## config.mk

```make
export PLATFORM = sky130hd
export DESIGN_NAME = usart_irq_status_regs
export DESIGN_NICKNAME = d
export VERILOG_FILES = /design/src/include/usart_irq_pkg.sv /design/src/design/line_change_detect.sv /design/src/design/usart_irq_status_regs.sv
export SDC_FILE = /design/constraint.sdc
export NUM_CORES = 1
export LEC_CHECK = 0
export BUFFER_PORTS_ARGS = -buffer_cell sky130_fd_sc_hd__buf_2
export CORE_MARGIN = 2
export CORE_UTILIZATION = 30
export CTS_BUF_LIST = sky130_fd_sc_hd__clkbuf_8
export CTS_CLUSTER_DIAMETER = 120
export DETAILED_ROUTE_END_ITERATION = 8
export GPL_ROUTABILITY_DRIVEN = 0
export SLEW_MARGIN = 25
export SYNTH_ARGS = -nofsm -noshare
export SYNTH_HDL_FRONTEND = slang
export SYNTH_SLANG_ARGS = --single-unit
```

## constraint.sdc

```tcl
create_clock -name sys_clk -period 4.5 [get_ports sys_clk]
set_input_delay 0.225 -clock sys_clk [delete_from_list [all_inputs] [get_ports sys_clk]]
set_output_delay 0.225 -clock sys_clk [all_outputs]
set_load 0.005 [all_outputs]
```

## src/include/usart_irq_pkg.sv

```systemverilog
/*
  Shared constants for the serial port interrupt and status register bank:
  register byte offsets, flag bit positions, reset values.
  Assumes a 32-bit AXI4-Lite register bus with word-aligned registers.
*/
package usart_irq_pkg;
  // ==========================================================================
  // register byte offsets
  localparam logic [7:0] OFS_IRQ_ENABLE_SET = 8'h08;
  localparam logic [7:0] OFS_IRQ_ENABLE_CLEAR = 8'h0C;
  localparam logic [7:0] OFS_IRQ_ENABLE_VIEW = 8'h10;
  localparam logic [7:0] OFS_CHANNEL_FLAGS = 8'h14;
  localparam logic [7:0] OFS_RX_HOLDING_REG = 8'h18;
  localparam logic [7:0] OFS_STATUS_CMD = 8'h00;
  // ==========================================================================
  // flag bit positions
  localparam int BIT_RX_CHAR_AVAIL = 0;
  localparam int BIT_TX_HOLD_FREE = 1;
  localparam int BIT_BREAK_SEEN = 2;
  localparam int BIT_RX_DMA_DONE = 3;
  localparam int BIT_TX_DMA_DONE = 4;
  localparam int BIT_OVERRUN_ERR = 5;
  localparam int BIT_FRAMING_ERR = 6;
  localparam int BIT_PARITY_ERR = 7;
  localparam int BIT_RX_TIMEOUT = 8;
  localparam int BIT_TX_ALL_DRAINED = 9;
  localparam int BIT_ITER_LIMIT = 10;
  localparam int BIT_TX_DMA_BUF_EMPTY = 11;
  localparam int BIT_RX_DMA_BUF_FULL = 12;
  localparam int BIT_NACK_SEEN = 13;
  localparam int BIT_LINE_CHANGED_LO = 16;
  localparam int BIT_LINE_LEVEL_LO = 20;
  localparam int NUM_LINES = 4;
  // status command bit: clears the sticky receive errors
  localparam int BIT_CMD_RESET_STATUS = 8;
  // ==========================================================================
  // implemented bits of the enable / mask layout
  localparam logic [31:0] IRQ_FULL_MASK = 32'h000F_3FFF;
  localparam logic [31:0] IRQ_REDUCED_MASK = 32'h0008_3FFF;
  localparam logic [31:0] IRQ_ENABLE_RESET = 32'h0000_0000;
  localparam logic [3:0] LINE_CHANGED_RESET = 4'h0;
  // edges after reset before a line's level register holds a real pin value
  localparam logic [1:0] LINE_SETTLE_CYCLES = 2'h3;
  localparam logic [1:0] RESP_OKAY = 2'b00;
  localparam logic [1:0] RESP_SLVERR = 2'b10;
endpackage : usart_irq_pkg

```

## src/design/line_change_detect.sv

```systemverilog
/*
  One modem input line: two-flop synchroniser, edge detect, sticky change
  flag cleared by a read strobe, and the synchronised level.
  Assumes the line is asynchronous to sys_clk.
*/
`timescale 1ns/1ns
module line_change_detect
  import usart_irq_pkg::*;
(
  input wire logic sys_clk,
  input wire logic reset,
  input wire logic clk_en,
  input wire logic line_in,
  input wire logic present,
  input wire logic read_clear,
  output logic changed,
  output logic level
);
  logic sync_a;
  logic sync_b;
  logic change_now;
  logic [1:0] settle;
  logic settled;

  always_ff @(posedge sys_clk) begin
    if (reset) begin
      sync_a <= 1'b0;
      sync_b <= 1'b0;
      level <= 1'b0;
    end else if (clk_en) begin
      sync_a <= line_in;
      sync_b <= sync_a;
      level <= sync_b;
    end
  end

  // a pin already high at reset must not look like an edge
  always_ff @(posedge sys_clk) begin
    if (reset) begin
      settle <= 2'h0;
    end else if (clk_en && settle != LINE_SETTLE_CYCLES) begin
      settle <= settle + 2'h1;
    end
  end

  assign settled = (settle == LINE_SETTLE_CYCLES);
  assign change_now = present && settled && (sync_b != level);

  // set wins over a simultaneous read clear
  always_ff @(posedge sys_clk) begin
    if (reset) begin
      changed <= 1'b0;
    end else if (clk_en) begin
      if (change_now) begin
        changed <= 1'b1;
      end else if (read_clear) begin
        changed <= 1'b0;
      end
    end
  end

  a_change_sets_flag: assert property (@(posedge sys_clk) disable iff (reset)
    clk_en && change_now |=> changed)
    else $error("line change did not set its flag");
endmodule : line_change_detect

```

## src/design/usart_irq_status_regs.sv

```systemverilog
/*
  Interrupt enable/disable/mask registers and channel status register of a
  serial port, reached over AXI4-Lite, with one level interrupt output.
  Assumes the serial engine and DMA channels supply event flags on sys_clk
  and that modem lines are asynchronous pins.
*/
// Summary of operation
// writing a one to a bit of irq_enable_set enables that event's interrupt.
// writing a one to a bit of irq_enable_clear disables that event's interrupt.
// irq_enable_view reads back which interrupts are enabled, same layout.
// bits 0..7 are rx ready, tx ready, break, rx dma end, tx dma end, overrun, framing, parity.
// bits 8..13 are timeout, tx empty, iteration, tx buf empty, rx buf full, nack; 14,15,24..31 reserved.
// bits 16..19 are change flags for ring, set ready, carrier and clear to send.
// in a reduced variant the ring, set ready and carrier change bits do nothing.
// channel_flags holds the event flags plus line levels at bits 20..23.
// rx ready reads 0 when the receiver is off or nothing new has arrived.
// a character received while disabled shows as rx ready once re-enabled.
// rx ready reads 1 while a complete character waits unread.
// a line change flag is set by any change and cleared by reading channel_flags.
// overrun, framing and parity errors stay set until the reset-status command.
// a line level bit reads 1 while the line is high.
// the interrupt is high while a flag with its mask bit set is set; writing 0 does nothing.
`timescale 1ns/1ns
module usart_irq_status_regs
  import usart_irq_pkg::*;
#(
  parameter bit FULL_MODEM = 1'b1
)
(
  input wire logic sys_clk,
  input wire logic reset,
  input wire logic clk_en,
  input wire logic [7:0] s_axi_awaddr,
  input wire logic s_axi_awvalid,
  output logic s_axi_awready,
  input wire logic [31:0] s_axi_wdata,
  input wire logic [3:0] s_axi_wstrb,
  input wire logic s_axi_wvalid,
  output logic s_axi_wready,
  output logic [1:0] s_axi_bresp,
  output logic s_axi_bvalid,
  input wire logic s_axi_bready,
  input wire logic [7:0] s_axi_araddr,
  input wire logic s_axi_arvalid,
  output logic s_axi_arready,
  output logic [31:0] s_axi_rdata,
  output logic [1:0] s_axi_rresp,
  output logic s_axi_rvalid,
  input wire logic s_axi_rready,
  input wire logic rx_enabled,
  input wire logic rx_char_strobe,
  input wire logic [8:0] rx_char_data,
  input wire logic tx_hold_free,
  input wire logic break_seen,
  input wire logic rx_dma_done,
  input wire logic tx_dma_done,
  input wire logic overrun_err,
  input wire logic framing_err,
  input wire logic parity_err,
  input wire logic rx_timeout,
  input wire logic tx_all_drained,
  input wire logic iter_limit,
  input wire logic tx_dma_buf_empty,
  input wire logic rx_dma_buf_full,
  input wire logic nack_seen,
  input wire logic ring_line,
  input wire logic set_ready_line,
  input wire logic carrier_line,
  input wire logic clear_send_line,
  output logic port_irq
);
  // ==========================================================================
  // state
  localparam logic [31:0] IMPL_MASK = FULL_MODEM ? IRQ_FULL_MASK : IRQ_REDUCED_MASK;
  logic [31:0] irq_enable;
  logic [2:0] err_sticky;
  logic rx_pending;
  logic [8:0] rx_holding_reg;
  logic [3:0] line_changed;
  logic [3:0] line_level;
  logic [3:0] line_in;
  logic [3:0] line_present;
  logic [31:0] flags;
  logic aw_held;
  logic w_held;
  logic [7:0] aw_addr;
  logic [31:0] w_data;
  logic [3:0] w_strb;
  logic do_write;
  logic do_read;
  logic wr_ok;
  logic rd_ok;
  logic status_read;
  logic rhr_read;
  logic [31:0] next_rdata;
  logic [31:0] wr_bits;

  // ==========================================================================
  // AXI4-Lite write path
  assign s_axi_awready = clk_en && !aw_held && !s_axi_bvalid;
  assign s_axi_wready = clk_en && !w_held && !s_axi_bvalid;
  assign do_write = clk_en && aw_held && w_held && !s_axi_bvalid;
  assign wr_bits = w_data & {{8{w_strb[3]}}, {8{w_strb[2]}}, {8{w_strb[1]}}, {8{w_strb[0]}}};
  assign wr_ok = (aw_addr == OFS_IRQ_ENABLE_SET) || (aw_addr == OFS_IRQ_ENABLE_CLEAR)
    || (aw_addr == OFS_STATUS_CMD);

  always_ff @(posedge sys_clk) begin
    if (reset) begin
      aw_held <= 1'b0;
      w_held <= 1'b0;
      aw_addr <= 8'h00;
      w_data <= 32'h0000_0000;
      w_strb <= 4'h0;
      s_axi_bvalid <= 1'b0;
      s_axi_bresp <= RESP_OKAY;
    end else if (clk_en) begin
      if (s_axi_awvalid && s_axi_awready) begin
        aw_held <= 1'b1;
        aw_addr <= s_axi_awaddr;
      end
      if (s_axi_wvalid && s_axi_wready) begin
        w_held <= 1'b1;
        w_data <= s_axi_wdata;
        w_strb <= s_axi_wstrb;
      end
      if (do_write) begin
        aw_held <= 1'b0;
        w_held <= 1'b0;
        s_axi_bvalid <= 1'b1;
        s_axi_bresp <= wr_ok ? RESP_OKAY : RESP_SLVERR;
      end else if (s_axi_bvalid && s_axi_bready) begin
        s_axi_bvalid <= 1'b0;
      end
    end
  end

  // ==========================================================================
  // interrupt enable bank: set/clear by ones only
  always_ff @(posedge sys_clk) begin
    if (reset) begin
      irq_enable <= IRQ_ENABLE_RESET;
    end else if (do_write) begin
      if (aw_addr == OFS_IRQ_ENABLE_SET) begin
        irq_enable <= irq_enable | (wr_bits & IMPL_MASK);
      end else if (aw_addr == OFS_IRQ_ENABLE_CLEAR) begin
        irq_enable <= irq_enable & ~(wr_bits & IMPL_MASK);
      end
    end
  end

  // ==========================================================================
  // AXI4-Lite read path
  assign s_axi_arready = clk_en && !s_axi_rvalid;
  assign do_read = clk_en && s_axi_arvalid && s_axi_arready;
  assign status_read = do_read && (s_axi_araddr == OFS_CHANNEL_FLAGS);
  assign rhr_read = do_read && (s_axi_araddr == OFS_RX_HOLDING_REG);
  assign rd_ok = (s_axi_araddr == OFS_IRQ_ENABLE_VIEW) || (s_axi_araddr == OFS_CHANNEL_FLAGS)
    || (s_axi_araddr == OFS_RX_HOLDING_REG);

  always_comb begin
    next_rdata = 32'h0000_0000;
    case (s_axi_araddr)
      OFS_IRQ_ENABLE_VIEW: next_rdata = irq_enable;
      OFS_CHANNEL_FLAGS: next_rdata = flags;
      OFS_RX_HOLDING_REG: next_rdata = {23'h000000, rx_holding_reg};
      default: next_rdata = 32'h0000_0000;
    endcase
  end

  always_ff @(posedge sys_clk) begin
    if (reset) begin
      s_axi_rvalid <= 1'b0;
      s_axi_rdata <= 32'h0000_0000;
      s_axi_rresp <= RESP_OKAY;
    end else if (clk_en) begin
      if (do_read) begin
        s_axi_rvalid <= 1'b1;
        s_axi_rdata <= next_rdata;
        s_axi_rresp <= rd_ok ? RESP_OKAY : RESP_SLVERR;
      end else if (s_axi_rvalid && s_axi_rready) begin
        s_axi_rvalid <= 1'b0;
      end
    end
  end

  // ==========================================================================
  // receive character pending and holding register
  always_ff @(posedge sys_clk) begin
    if (reset) begin
      rx_pending <= 1'b0;
      rx_holding_reg <= 9'h000;
    end else if (clk_en) begin
      if (rx_char_strobe) begin
        rx_pending <= 1'b1;
        rx_holding_reg <= rx_char_data;
      end else if (rhr_read) begin
        rx_pending <= 1'b0;
      end
    end
  end

  // ==========================================================================
  // sticky receive errors, cleared by the reset-status command
  always_ff @(posedge sys_clk) begin
    if (reset) begin
      err_sticky <= 3'h0;
    end else if (clk_en) begin
      if (do_write && aw_addr == OFS_STATUS_CMD && wr_bits[BIT_CMD_RESET_STATUS]) begin
        err_sticky <= {parity_err, framing_err, overrun_err};
      end else begin
        err_sticky <= err_sticky | {parity_err, framing_err, overrun_err};
      end
    end
  end

  // ==========================================================================
  // modem lines: ring, set ready, carrier, clear to send
  assign line_in = {clear_send_line, carrier_line, set_ready_line, ring_line};
  assign line_present = {1'b1, {3{FULL_MODEM}}};

  genvar li;
  generate
    for (li = 0; li < NUM_LINES; li++) begin : g_line
      line_change_detect u_line (
        .sys_clk(sys_clk),
        .reset(reset),
        .clk_en(clk_en),
        .line_in(line_in[li]),
        .present(line_present[li]),
        .read_clear(status_read),
        .changed(line_changed[li]),
        .level(line_level[li])
      );
    end
  endgenerate

  // ==========================================================================
  // status word and interrupt
  always_comb begin
    flags = 32'h0000_0000;
    flags[BIT_RX_CHAR_AVAIL] = rx_pending && rx_enabled;
    flags[BIT_TX_HOLD_FREE] = tx_hold_free;
    flags[BIT_BREAK_SEEN] = break_seen;
    flags[BIT_RX_DMA_DONE] = rx_dma_done;
    flags[BIT_TX_DMA_DONE] = tx_dma_done;
    flags[BIT_OVERRUN_ERR] = err_sticky[0];
    flags[BIT_FRAMING_ERR] = err_sticky[1];
    flags[BIT_PARITY_ERR] = err_sticky[2];
    flags[BIT_RX_TIMEOUT] = rx_timeout;
    flags[BIT_TX_ALL_DRAINED] = tx_all_drained;
    flags[BIT_ITER_LIMIT] = iter_limit;
    flags[BIT_TX_DMA_BUF_EMPTY] = tx_dma_buf_empty;
    flags[BIT_RX_DMA_BUF_FULL] = rx_dma_buf_full;
    flags[BIT_NACK_SEEN] = nack_seen;
    flags[BIT_LINE_CHANGED_LO +: NUM_LINES] = line_changed;
    flags[BIT_LINE_LEVEL_LO +: NUM_LINES] = line_level;
  end

  assign port_irq = |(flags & irq_enable & IMPL_MASK);

  // ==========================================================================
  // checks
  a_enable_set_bit: assert property (@(posedge sys_clk) disable iff (reset)
    do_write && aw_addr == OFS_IRQ_ENABLE_SET && (wr_bits & IMPL_MASK) != 32'h0
    |=> (irq_enable & $past(wr_bits & IMPL_MASK)) == $past(wr_bits & IMPL_MASK))
    else $error("enable write did not set mask bits");
  a_disable_clear_bit: assert property (@(posedge sys_clk) disable iff (reset)
    do_write && aw_addr == OFS_IRQ_ENABLE_CLEAR
    |=> (irq_enable & $past(wr_bits & IMPL_MASK)) == 32'h0)
    else $error("disable write did not clear mask bits");
  a_zero_no_effect: assert property (@(posedge sys_clk) disable iff (reset)
    !(do_write && (aw_addr == OFS_IRQ_ENABLE_SET || aw_addr == OFS_IRQ_ENABLE_CLEAR)
    && (wr_bits & IMPL_MASK) != 32'h0000_0000) |=> $stable(irq_enable))
    else $error("mask changed without a write");
  a_view_reads_mask: assert property (@(posedge sys_clk) disable iff (reset)
    do_read && s_axi_araddr == OFS_IRQ_ENABLE_VIEW && !do_write |=> s_axi_rdata == irq_enable)
    else $error("mask view read wrong");
  a_reserved_zero: assert property (@(posedge sys_clk) disable iff (reset)
    (irq_enable & ~IMPL_MASK) == 32'h0 && flags[15:14] == 2'b00 && flags[31:24] == 8'h00)
    else $error("reserved bit set");
  a_rx_ready_off: assert property (@(posedge sys_clk) disable iff (reset)
    !rx_enabled |-> !flags[BIT_RX_CHAR_AVAIL])
    else $error("rx ready while receiver off");
  a_rx_ready_hold: assert property (@(posedge sys_clk) disable iff (reset)
    clk_en && rx_char_strobe ##1 (rx_enabled && !rhr_read)[*2] |-> flags[BIT_RX_CHAR_AVAIL])
    else $error("rx ready lost before read");
  a_error_sticky: assert property (@(posedge sys_clk) disable iff (reset)
    clk_en && overrun_err |=> flags[BIT_OVERRUN_ERR])
    else $error("overrun flag not sticky");
  a_irq_level: assert property (@(posedge sys_clk) disable iff (reset)
    (irq_enable[BIT_PARITY_ERR] && flags[BIT_PARITY_ERR]) |-> port_irq)
    else $error("unmasked flag did not raise interrupt");
  a_reduced_quiet: assert property (@(posedge sys_clk) disable iff (reset)
    !FULL_MODEM |-> flags[BIT_LINE_CHANGED_LO +: 3] == 3'b000)
    else $error("absent line change flag set");

  // ==========================================================================
  // bus handshake and freeze checks
  a_bvalid_stands: assert property (@(posedge sys_clk) disable iff (reset)
    s_axi_bvalid && !s_axi_bready
    |=> s_axi_bvalid && $stable(s_axi_bresp))
    else $error("write response dropped before taken");
  a_rvalid_stands: assert property (@(posedge sys_clk) disable iff (reset)
    s_axi_rvalid && !s_axi_rready
    |=> s_axi_rvalid && $stable(s_axi_rdata) && $stable(s_axi_rresp))
    else $error("read response dropped before taken");
  a_unmapped_slverr: assert property (@(posedge sys_clk) disable iff (reset)
    do_read && !rd_ok
    |=> s_axi_rresp == RESP_SLVERR && s_axi_rdata == 32'h0000_0000)
    else $error("unmapped read not refused");
  a_write_resp_code: assert property (@(posedge sys_clk) disable iff (reset)
    do_write && !wr_ok
    |=> s_axi_bresp == RESP_SLVERR)
    else $error("unmapped write not refused");
  a_freeze_state: assert property (@(posedge sys_clk) disable iff (reset)
    !clk_en
    |=> $stable(irq_enable) && $stable(err_sticky) && $stable(rx_pending))
    else $error("state moved while clock enable low");
  a_status_rdata: assert property (@(posedge sys_clk) disable iff (reset)
    do_read && s_axi_araddr == OFS_CHANNEL_FLAGS
    |=> s_axi_rdata == $past(flags))
    else $error("status read returned wrong word");

  // ==========================================================================
  // receive, error and interrupt checks
  a_rx_char_pends: assert property (@(posedge sys_clk) disable iff (reset)
    clk_en && rx_char_strobe
    |=> rx_pending && rx_holding_reg == $past(rx_char_data))
    else $error("received character not held");
  a_rx_read_clears: assert property (@(posedge sys_clk) disable iff (reset)
    clk_en && rhr_read && !rx_char_strobe
    |=> !flags[BIT_RX_CHAR_AVAIL])
    else $error("rx ready stayed after holding read");
  a_rx_reenable_shows: assert property (@(posedge sys_clk) disable iff (reset)
    rx_pending && rx_enabled
    |-> flags[BIT_RX_CHAR_AVAIL])
    else $error("pending character hidden while enabled");
  a_error_cleared: assert property (@(posedge sys_clk) disable iff (reset)
    do_write && aw_addr == OFS_STATUS_CMD && wr_bits[BIT_CMD_RESET_STATUS] && !overrun_err
    |=> !flags[BIT_OVERRUN_ERR])
    else $error("reset-status did not clear overrun");
  a_irq_all_masked: assert property (@(posedge sys_clk) disable iff (reset)
    irq_enable == 32'h0000_0000
    |-> !port_irq)
    else $error("interrupt high with every source masked");
endmodule : usart_irq_status_regs

```

==> Word-level counts from Yosys, hierarchy flattened <==
Cells that the tools add are included.
{ "word_totals": {"ff_bits": 140, "word_cells": 144} }
{ "op_classes": {"addsub": 4, "n_eq_ne": 17, "muxes": 21, "n_bitwise": 6, "n_reduce_logical": 62} }
{ "op_table": {"columns": ["operator", "count"], "rows": [
  ["case mux 32 bit (3 select lines)", 1],
  ["two-way mux 32 bit", 2],
  ["bitwise AND 20 bit", 2],
  ["bitwise AND 32 bit", 1],
  ["inverter 20 -> 32 bit", 1],
  ["bitwise OR 32 x 20 -> 32 bit", 1],
  ["AND reduction 2 bit", 15],
  ["logical AND 1 bit", 27],
  ["equality test 8 x 5 -> 1 bit (second input constant)", 3],
  ["nonzero test 2 bit", 10],
  ["OR reduction 18 bit", 1],
  ["equality test 8 x 4 -> 1 bit (second input constant)", 2],
  ["two-way mux 1 bit", 15],
  ["adder 2 x 1 -> 2 bit (second input constant)", 4],
  ["equality test 2 bit (second input constant)", 4],
  ["logical NOT 8 bit", 1],
  ["inequality test 2 bit (second input constant)", 4],
  ["logical NOT 1 bit", 4],
  ["logical OR 1 bit", 4],
  ["two-way mux 2 bit", 2],
  ["inequality test 1 bit", 4],
  ["two-way mux 3 bit", 1],
  ["bitwise OR 3 bit", 1]
]} }

==> Logic depth before layout (Yosys ltp) <==
Gate-level depths: netlist (run 1).
{ "depth": {"word_depth": 6, "ltp_mapped": 7, "ltp_nobuf": 4} }

==> Hierarchy <==
Synthesis (run 1) repeated with hierarchy kept, for this count alone.
{ "unflattened": {"cells_unflattened": 524, "hier_area_um2": 4687.0} }
{ "by_module_without_submodules": {"columns": ["mod", "instances", "cells_per_inst", "area_each_um2", "seq_area_each_um2"], "rows": [
  ["usart_irq_status_regs", 1, 428, 3651.0, 1761.7],
  ["line_change_detect", 4, 24, 259.0, 120.1]
]} }

==> Worst setup path before layout (run 1) <==
No wires, ideal clock.
{ "synth_timing": {"path_type": "reg-to-reg", "startpoint": "register s_axi_bvalid", "endpoint": "register with a tool-made name", "arrival_time_ns": 1.530, "required_ns": 4.412, "path_slack_ns": 2.881, "stages_incl_launch_ff": 8, "cell_sequence": "dfxtp_1 > and4b_1 > buf_4 > and4_4 > buf_6 > and2_4 > buf_6 > a311oi_2"} }
{ "synth_rtl": {"columns": ["item", "line", "text"], "rows": [
  ["from (decl)", "usart_irq_status_regs.sv:41", "output logic s_axi_bvalid,"],
  ["from (signal assigned)", "usart_irq_status_regs.sv:114", "s_axi_bvalid <= 1'b0;"],
  ["from (signal assigned)", "usart_irq_status_regs.sv:129", "s_axi_bvalid <= 1'b1;"],
  ["from (signal assigned)", "usart_irq_status_regs.sv:132", "s_axi_bvalid <= 1'b0;"]
]} }

==> impl_results.md, run 1 <==
- Clock tree buffer depth: 2
- Via Count: 3887
- Main flop type after synthesis: dfxtp_1
- Initial antenna violation count: 1
- Minimum clock period after layout: 1900 ps
- Share of layout cells above drive strength 1: 21.7%
- Fin Clk Skew: 20.3 ps
- Worst skew pair latency: 390 ps
- Worst Hold Margin: about 62 ps
- Post-Syn Area: 0.00461 sq mm
- Fill cell count: 1567
- Critical Path RT: 4730 ps
- Critical Path End Type: register
- Max_slew headroom: 39.2%
- Top Ports: 130
- Largest cells by area after synthesis: dfxtp_1 (49%), nand2_1 (8.5%), mux2i_1 (7.2%)
- Leak: 2.17 nW
- Remaining global-route overflow: 0
- Post-CTS setup buffer count: 0
- Buffers & Inverters on Critical Path: 0
- DRT Wirelength: 12000 um
- Num CTS Buffers: 9
- Period utilization: 42.2%
- Worst hold path depth: 3
- Total Routing Usage GR: 14.9%
- Via-per-instance ratio: 4.94
- Async set-reset flop share out of synthesis: 0%
- Die Wd: 128 um
- Unrepaired setup endpoints after global routing: no
- Max stage delay on crit path: 530 ps
- Syn Area/Cell: between 8 and 9 sq um
- Hold WC Path Type: in -> reg
- Die area: 0.0164 sq mm
- Power, Total: 1.78 mW
- Status: complete, no violations
- Cell area power density: 333 mW/mm^2
- DR iter-0 viols: 195
- CTS-repair resized insts: 0
- Largest net degree at the start of global routing: 72
- Fmax: around 530 MHz
- # rows: 45
- Post-DRT Antenna Nets: 0
- Worst Setup Start Kind: register
- Sequential fraction of design power: 59.4%
- # DRC: 0
- First-pass GRT wire length: 19200 um
- H-tree depth: 3
- CP max-delay cell: nor4_1
- Comb pwr share: 9.7%
- Cell taking the most area after synthesis: dfxtp_1
- IO buf count: between 100 and 150
- CP max FO: 20
- Worst setup path startpoint: aw_addr[0]
- Final Hold Vio Count: 0
- Crit path cell chain: nor4_1 > and4_4 > and2_1 > a311oi_1
- P_int: approximately 1.3 mW
- Worst Tran Pin Value: around 910 ps
- Yosys Warn Count: 0
- Final TNS setup: 0 ps
- Synth unique cells: 45
- R2R depth: 4
- Synthesized flop and latch total: 112
- Final setup violation count: 0
- Clock share of power: 30.9%
- Drt first pass iters: 4
- Vias in the first global route: about 4000
- Syn-to-layout area delta: 15.5%
- Max-Cap Viols: 0
- Fin. max-slew vios: 0
- Die height: 128 um
- CTS Hold Bufs: 0
- Min-delay src: s_axi_awaddr[6]
- Final net count: 685
- Yosys top cell area share: 48.6%
- Seq/Total Area, Yosys: 48.6%
- Critical Path Stages: 4
- Initial Util: 30.6%
- Worst vdd ir: 0.133 mV
- Post-synthesis cell count: 515
- Post-synth EDFFs: 0
- Arr. time, crit path: 2130 ps
- Drt wl/cell: 15.3 um
- CTS tree: yes
- Core area: 0.0151 sq mm
- Reg-to-Reg Start: aw_addr[0]
- Dpl hpwl: 9270 um
- Crit Path Category: reg -> reg
- Switching fraction of total power: 26.9%
- Worst-path clk slew: 100 ps
- Num Clock Sinks: 112
- CTS root buf: clkbuf_8
- Psw: roughly 0.48 mW
- CP top delay family: simple AND/OR/NAND/NOR gates
## logic make-up (layout without fill, tap and decap cells)
| kind of cell | Yosys count | in the layout | share of synthesized area [%] |
|---|---|---|---|
| XOR/XNOR | 8 | 8 | 1.52 |
| AO/OA/AOI/OAI | 132 | 132 | 19.2 |
| AND/OR/NAND/NOR | 176 | 176 | 16.7 |
| flip-flops | 112 | 112 | 48.6 |
| other | 1 | 13 | 0.0813 |
| adder cells (fa/ha/maj) | 4 | 4 | 1.08 |
| buffers and inverters | 49 | 121 | 5.70 |
| multiplexers | 33 | 33 | 7.16 |
## path summary, 6_finish.rpt
| check | end | slack (ps) |
|---|---|---|
| max reg2reg | register | 2600 |
| max | register | 2600 |
| min reg2reg | s_axi_rdata[13] | 450 |
| min | aw_addr[6] | 60 |
## power by group through the flow
stage	Combinational (mW)	Sequential, mW	Clock [mW]
6_report	0.173	1.06	0.549
2_1_floorplan	0.122	1.07	0
5_1_grt	0.197	1.06	0.604
4_1_cts	0.175	1.06	0.562
3_3_place_gp	0.168	1.07	0
3_5_place_dp	0.174	1.08	0
## cell type report
cell class                 count  area [sq um]  share of cell area, %
inverter                       1          3.75                 0.0704
multi-input combinational    365          2150                   40.3
timing repair buffer         104           526                   9.86
clock buffer                   9           124                   2.32
antenna                        1          2.50                 0.0470
clock inverter                 7          46.3                  0.869
tap                          188           235                   4.41
sequential                   112          2240                   42.1
## synthesized netlist by cell type (2+ instances only)
cell / count
xnor2_1: 4
nor3_1: 3
a21oi_1: 53
ha_1: 4
buf_6: 3
mux2i_1: 33
nor2_1: 36
o21ai_1: 8
and3_1: 2
nand4_1: 2
and2_1: 5
nand3_1: 3
clkbuf_1: 23
nor3b_1: 2
a22oi_1: 3
o21ai_0: 12
buf_4: 13
a311oi_1: 9
dfxtp_1: 112
buf_1: 3
a31oi_1: 19
a221oi_1: 2
a311oi_2: 8
buf_2: 6
nand2_1: 104
nor2b_1: 7
nand2b_1: 3
xor2_1: 4
nor4_1: 2
a32o_1: 4
a22o_1: 9
## cells in the final DEF (no fill, tap or decap), types with 2 or more instances in the layout
| cell type | n |
|---|---|
| nor2b_1 | 7 |
| dfxtp_1 | 112 |
| and2_1 | 6 |
| a22oi_1 | 3 |
| nor2_1 | 36 |
| nor3b_1 | 2 |
| xor2_1 | 4 |
| a21oi_1 | 53 |
| a32o_1 | 4 |
| xnor2_1 | 4 |
| and3_1 | 2 |
| nor3_1 | 3 |
| o21ai_1 | 8 |
| a221oi_1 | 2 |
| nand4_1 | 2 |
| a311oi_2 | 8 |
| ha_1 | 4 |
| clkbuf_8 | 9 |
| a311oi_1 | 9 |
| o21ai_0 | 12 |
| nand3_1 | 3 |
| buf_4 | 2 |
| nand2_1 | 104 |
| a22o_1 | 9 |
| clkinvlp_4 | 2 |
| clkinv_2 | 2 |
| nand2b_1 | 3 |
| mux2i_1 | 33 |
| conb_1 | 12 |
| inv_6 | 2 |
| nor4_1 | 2 |
| inv_1 | 2 |
| a31oi_1 | 19 |
| buf_2 | 102 |
## layer usage
metal	track usage (%)	vias up	wire length, um
li1	-	1950	-
met4	5.56	0	235
met3	3.51	16	584
met1	18.7	1825	5430
met5	0	-	0
met2	25.1	96	5770
## stage by stage
| stage | instances | cell area, sq um | worst slack (ps) | util (%) |
|---|---|---|---|---|
| final | 787 | 5330 | 2600 | 35.3 |
| after global routing | 786 | 5330 | 2400 | 35.3 |
| after CTS | 786 | 5330 | 2600 | 35.3 |
| after detailed placement | 770 | 5160 | 2190 | 34.2 |
| after global placement | 770 | 5160 | 2230 | 34.2 |
| after floorplan | 526 | 4650 | 2880 | - |
## worst reg2reg max path: cells and delay by family, from the launching register on
kind	cells	cell delay [ps]
AND/OR/NAND/NOR	3	1290
AO/OA/AOI/OAI	1	130
flip-flops	1	320
Power figures use the tool's default switching activity.
==> inputs of run 2 (changes only) <==
Clock period 4.5 ns to 1.7 ns, I/O delays scaled along.
==> impl_results.md, run 2 (same netlist as run 1, synthesis figures left out) <==
- Status: complete, no violations
- Unrepaired setup endpoints after global routing: yes
- Worst vdd ir: just over 0.4 mV
- Die height: between 100 and 150 um
- Minimum clock period after layout: 1660 ps
- Worst hold path depth: 3
- Most frequent cells in the layout: dfxtp_1 (109), nand2_1 (104), buf_2 (102)
- Placed Instances: 784
- Hold endpoint: s_axi_rdata[9]
- Reg-to-Reg Start: aw_addr[0]
- Largest net degree at the start of global routing: 34
- CP max-delay cell: dfxtp_2
- Worst-path clk slew: ~100 ps
- Final net count: roughly 750
- Core area: around 0.015 sq mm
- Max-Cap Viols: 0
- Final instance area: 0.00599 sq mm
- Critical Path RT: 1620 ps
- Place WS: 34.8 ps
- Initial Util: 30.6%
- Fin Clk Skew: 9.61 ps
- Final setup violation count: 0
- Max_slew headroom: 64.7%
- Initial antenna violation count: 0
- Fmax: 604 MHz
- Drt wl/cell: ~15 um
- # DRC: 0
- Worst Tran Pin Value: 528 ps
- Drt first pass iters: 4
- Period utilization: 97.5%
- Placed Area: 0.00529 sq mm
- Dpl hpwl: 9430 um
- Worst skew pair latency: 380 ps
- Num CTS Buffers: 9
- # rows: 45
- IO buf count: roughly 100
- Crit path cell chain: a22o_1 > a221oi_2 > and3_1 > nand3_2 > buf_2
- CTS tree: yes
- Die area: 0.0164 sq mm
- Die Wd: 128 um
- DR iter-0 viols: 202
- Worst Hold Margin: 19.8 ps
- Storage cell area: 0.00225 sq mm
- Post-CTS setup buffer count: 0
- Remaining global-route overflow: 0
- Leak: 2.48 nW
- Share of layout cells above drive strength 1: 23.0%
- DRT Wirelength: 12500 um
- R2R depth: 5
- Num Clock Sinks: 112
- Clock tree buffer depth: 2
- Final worst slack: about 43 ps
- R2r setup slk: 80 ps
- Final Hold Vio Count: 0
- Multi-input gate area: between 0.002 and 0.0025 sq mm
- Syn-to-layout area delta: 29.8%
- CTS root buf: clkbuf_8
- Fin. max-slew vios: 0
- First-pass GRT wire length: 19900 um
- Min-delay src: tx_all_drained
- Commonest non-fill, non-tap cell in the layout: dfxtp_1
- CP max FO: 3
- Fill cell count: 1541
- Critical Path End Type: output port
- Cell area power density: approximately 860 mW/mm^2
- Max stage delay on crit path: 350 ps
- H-tree depth: 3
- Finished Layout Cells: 845
- Antenna Cells: 0
- Crit Path Category: reg -> out
- Worst Setup Start Kind: register
- Total Routing Usage GR: 15.4%
- Via Count: 4155
- Arr. time, crit path: ~1600 ps
- Final TNS setup: 0 ps
- Via-per-instance ratio: slightly below 5
- Vias in the first global route: 4009
- Top Ports: between 100 and 150
- Post-DRT Antenna Nets: 0
- Hold WC Path Type: in -> reg
==> run 2: critical path: cells and delay by family (launching register included) <==
kind / cells / cell delay (ps)
flip-flops: 1 / 350
AO/OA/AOI/OAI: 2 / 400
AND/OR/NAND/NOR: 2 / 290
buffers and inverters: 1 / 150
==> run 2: worst max path at each step <==
stage               cells past startpoint  endpoint  slack [ps]                      from
floorplan                               7  register          80              s_axi_bvalid
global placement                        5  register          70                aw_addr[0]
detailed placement                      5  register          30                aw_addr[0]
CTS                                     5  port_irq           2             err_sticky[2]
global route                            5  port_irq         -20  g_line[0].u_line.changed
finish                                  5  port_irq          40  g_line[0].u_line.changed
==> run 2: final cells by class <==
class	instances	share of cell area, %
sequential	112	37.5
clock buffer	11	2.53
clock inverter	4	1.15
timing repair buffer	163	18.5
multi-input combinational	366	36.4
inverter	1	0.0627
tap	188	3.93
==> run 2: per-stage QoR <==
step	total power [mW]	utilization, %
final	5.12	39.7
after global routing	5.34	39.7
after CTS	5.16	39.6
after floorplan	3.14	-
after global placement	3.33	35.0
after detailed placement	3.35	35.0
==> run 2: layer usage <==
metal  up-vias  track usage (%)  routed length, um
li1       2062                -                  -
met1      1938             19.9               5760
met2       126             24.3               5660
met3        29             3.51                675
met4         0             7.43                394
met5         -                0                  0
==> run 2: what timing repair did <==
item / 4_1_cts / 5_1_grt
gates resized for setup: 3 / 4
hold buffers: 45 / 0
pin swaps: 2 / 1
endpoints found under the hold margin: 45 / 0
endpoints found under the setup margin: 1 / 15
cloned: 0 / 1
==> run 2: power breakdown <==
group | internal, mW | switching, mW | leakage (nW)
combinational | 0.287 | 0.299 | 1.45
clock | 0.896 | 0.857 | 0.117
sequential | 2.71 | 0.0708 | 0.912
total | 3.90 | 1.23 | 2.48
==> inputs of run 3 (changes only) <==
--- a/config.mk
+++ b/config.mk
@@ -7,4 +7,5 @@
 export LEC_CHECK = 0
 export BUFFER_PORTS_ARGS = -buffer_cell sky130_fd_sc_hd__buf_2
+export CORE_ASPECT_RATIO = 1.5
 export CORE_MARGIN = 2
 export CORE_UTILIZATION = 30
==> constraint.sdc (replaced) <==
create_clock -name sys_clk -period 1.7 [get_ports sys_clk]
set_input_delay 0.255 -clock sys_clk [delete_from_list [all_inputs] [get_ports sys_clk]]
set_output_delay 0.255 -clock sys_clk [all_outputs]
set_load 0.005 [all_outputs]
==> impl_results.md, run 3 (same netlist as run 1, synthesis figures left out) <==
- DRT met1 WL: around 5000 um
- Hold WC Path Type: in -> reg
- Worst skew pair latency: 370 ps
- Syn-to-layout area delta: 21.4%
- Num CTS Buffers: 9
- # rows: 55
- Final setup violation count: 1
- Met3 routed WL: between 500 and 600 um
- Commonest non-fill, non-tap cell in the layout: dfxtp_1
- Drt wl/cell: 15.0 um
- Core area: about 0.015 sq mm
- CP max FO: 2
- Arr. time, crit path: 1600 ps
- Max_slew headroom: 62.0%
- CTS tree: yes
- Die Wd: 105 um
- DRT Wirelength: 12200 um
- CTS root buf: clkbuf_8
- Drt first pass iters: 4
- Via-per-instance ratio: 4.81
- Period utilization: 109%
- Worst-path clk slew: 100 ps
- Vias in the first global route: 3938
- Max-Cap Viols: 0
- Final worst slack: -152 ps
- Status: complete, but fails checks
- DR iter-0 viols: between 200 and 250
- Share of layout cells above drive strength 1: 25.7%
- IO buf count: 102
- Total Routing Usage GR: between 10% and 20%
- Worst Setup Start Kind: register
- Highest routed layer: met4
- Fmax: 540 MHz
- Cell area power density: 876 mW/mm^2
- Dpl hpwl: 9550 um
- Leak: 2.31 nW
- Post-DRT Antenna Nets: 0
- Remaining global-route overflow: 0
- Unrepaired setup endpoints after global routing: yes
- Minimum clock period after layout: 1850 ps
- Top Ports: 130
- Die area: ~0.016 sq mm
- Largest net degree at the start of global routing: 32
- Fin Clk Skew: 7.37 ps
- Num Clock Sinks: 112
- First-pass GRT wire length: 19600 um
- Fin. max-slew vios: 0
- Crit Path Category: reg -> out
- Critical Path RT: 1440 ps
- Final net count: 705
- # DRC: 0
- Worst vdd ir: 0.362 mV
- Worst Hold Margin: roughly 110 ps
- Clock tree buffer depth: 2
- Violated checks: setup timing
- Met2 Routed Length: 6330 um
- Initial Util: 30.6%
- H-tree depth: 3
- Final Hold Vio Count: 0
- Die height: 156 um
- Critical Path End Type: output port
- Via Count: 3931
- Worst Tran Pin Value: ~570 ps
- Initial antenna violation count: 1
- Most frequent cells in the layout: dfxtp_1 (109), nand2_1 (104), buf_2 (102)
- Post-Route Utilization: 37.2%
- Fill cell count: around 1500
- CTS Hold Bufs: 0
run 3: cell types whose count changed in the layout (fill, tap and decap cells not counted), sizes merged:
cell	previous run	this run
and4	2	3
buf	118	122
bufinv	2	1
clkbuf	11	10
clkinv	1	2
clkinvlp	0	2
diode	0	1
dlygate4sd3	45	0
run 3: layout make-up:
class                      instances  area [sq um]  area share, %
antenna                            1          2.50         0.0447
clock buffer                      10           138           2.46
clock inverter                     6          67.6           1.21
inverter                           1          3.75         0.0670
multi-input combinational        367          2200           39.2
sequential                       112          2250           40.1
tap                              199           249           4.45
timing repair buffer             122           698           12.5
run 3: worst paths after layout:
kind / slack, ps / from / endpoint / cells past startpoint
worst max register to register: 140 / aw_addr[0] / register / 5
worst min-delay path: 110 / parity_err / err_sticky[2] / 2
worst min register to register: 450 / s_axi_rdata[10] / s_axi_rdata[10] / 2
worst max-delay path: -150 / err_sticky[2] / port_irq / 5
run 3: where the power goes:
part,switching (mW),internal (mW)
Clock,0.880,0.727
Combinational,0.282,0.230
Sequential,0.0728,2.71
Total,1.23,3.67
run 3: per-stage QoR:
step	TNS, ps	cell area, sq um	setup WS [ps]	power [mW]	cells
floorplan	0	4650	81.3	3.14	526
global placement	0	5340	47.6	3.33	798
detailed placement	-63.7	5340	-27.1	3.35	798
CTS	-145	5580	-145	4.95	816
global route	-244	5600	-244	5.12	817
finish	-152	5600	-152	4.90	818
run 3: what timing repair did:
item,CTS,global route
cloned,1,1
gates resized for setup,6,3
setup buffers,1,0
pin swaps,2,3
endpoints found under the setup margin,15,18
run 3: metal layers:
metal / GRT usage, % / vias up
li1: - / 1999
met1: 16.4 / 1805
met2: 28.0 / 107
met3: 2.51 / 20
met4: 6.41 / 0
met5: 0 / -
run 3: worst max-delay path: stages (launching register included):
cell and delay (ps):
dfxtp_2 330, a22o_1 220, a221oi_2 210, and3_1 210, nand3_2 90, buf_2 160
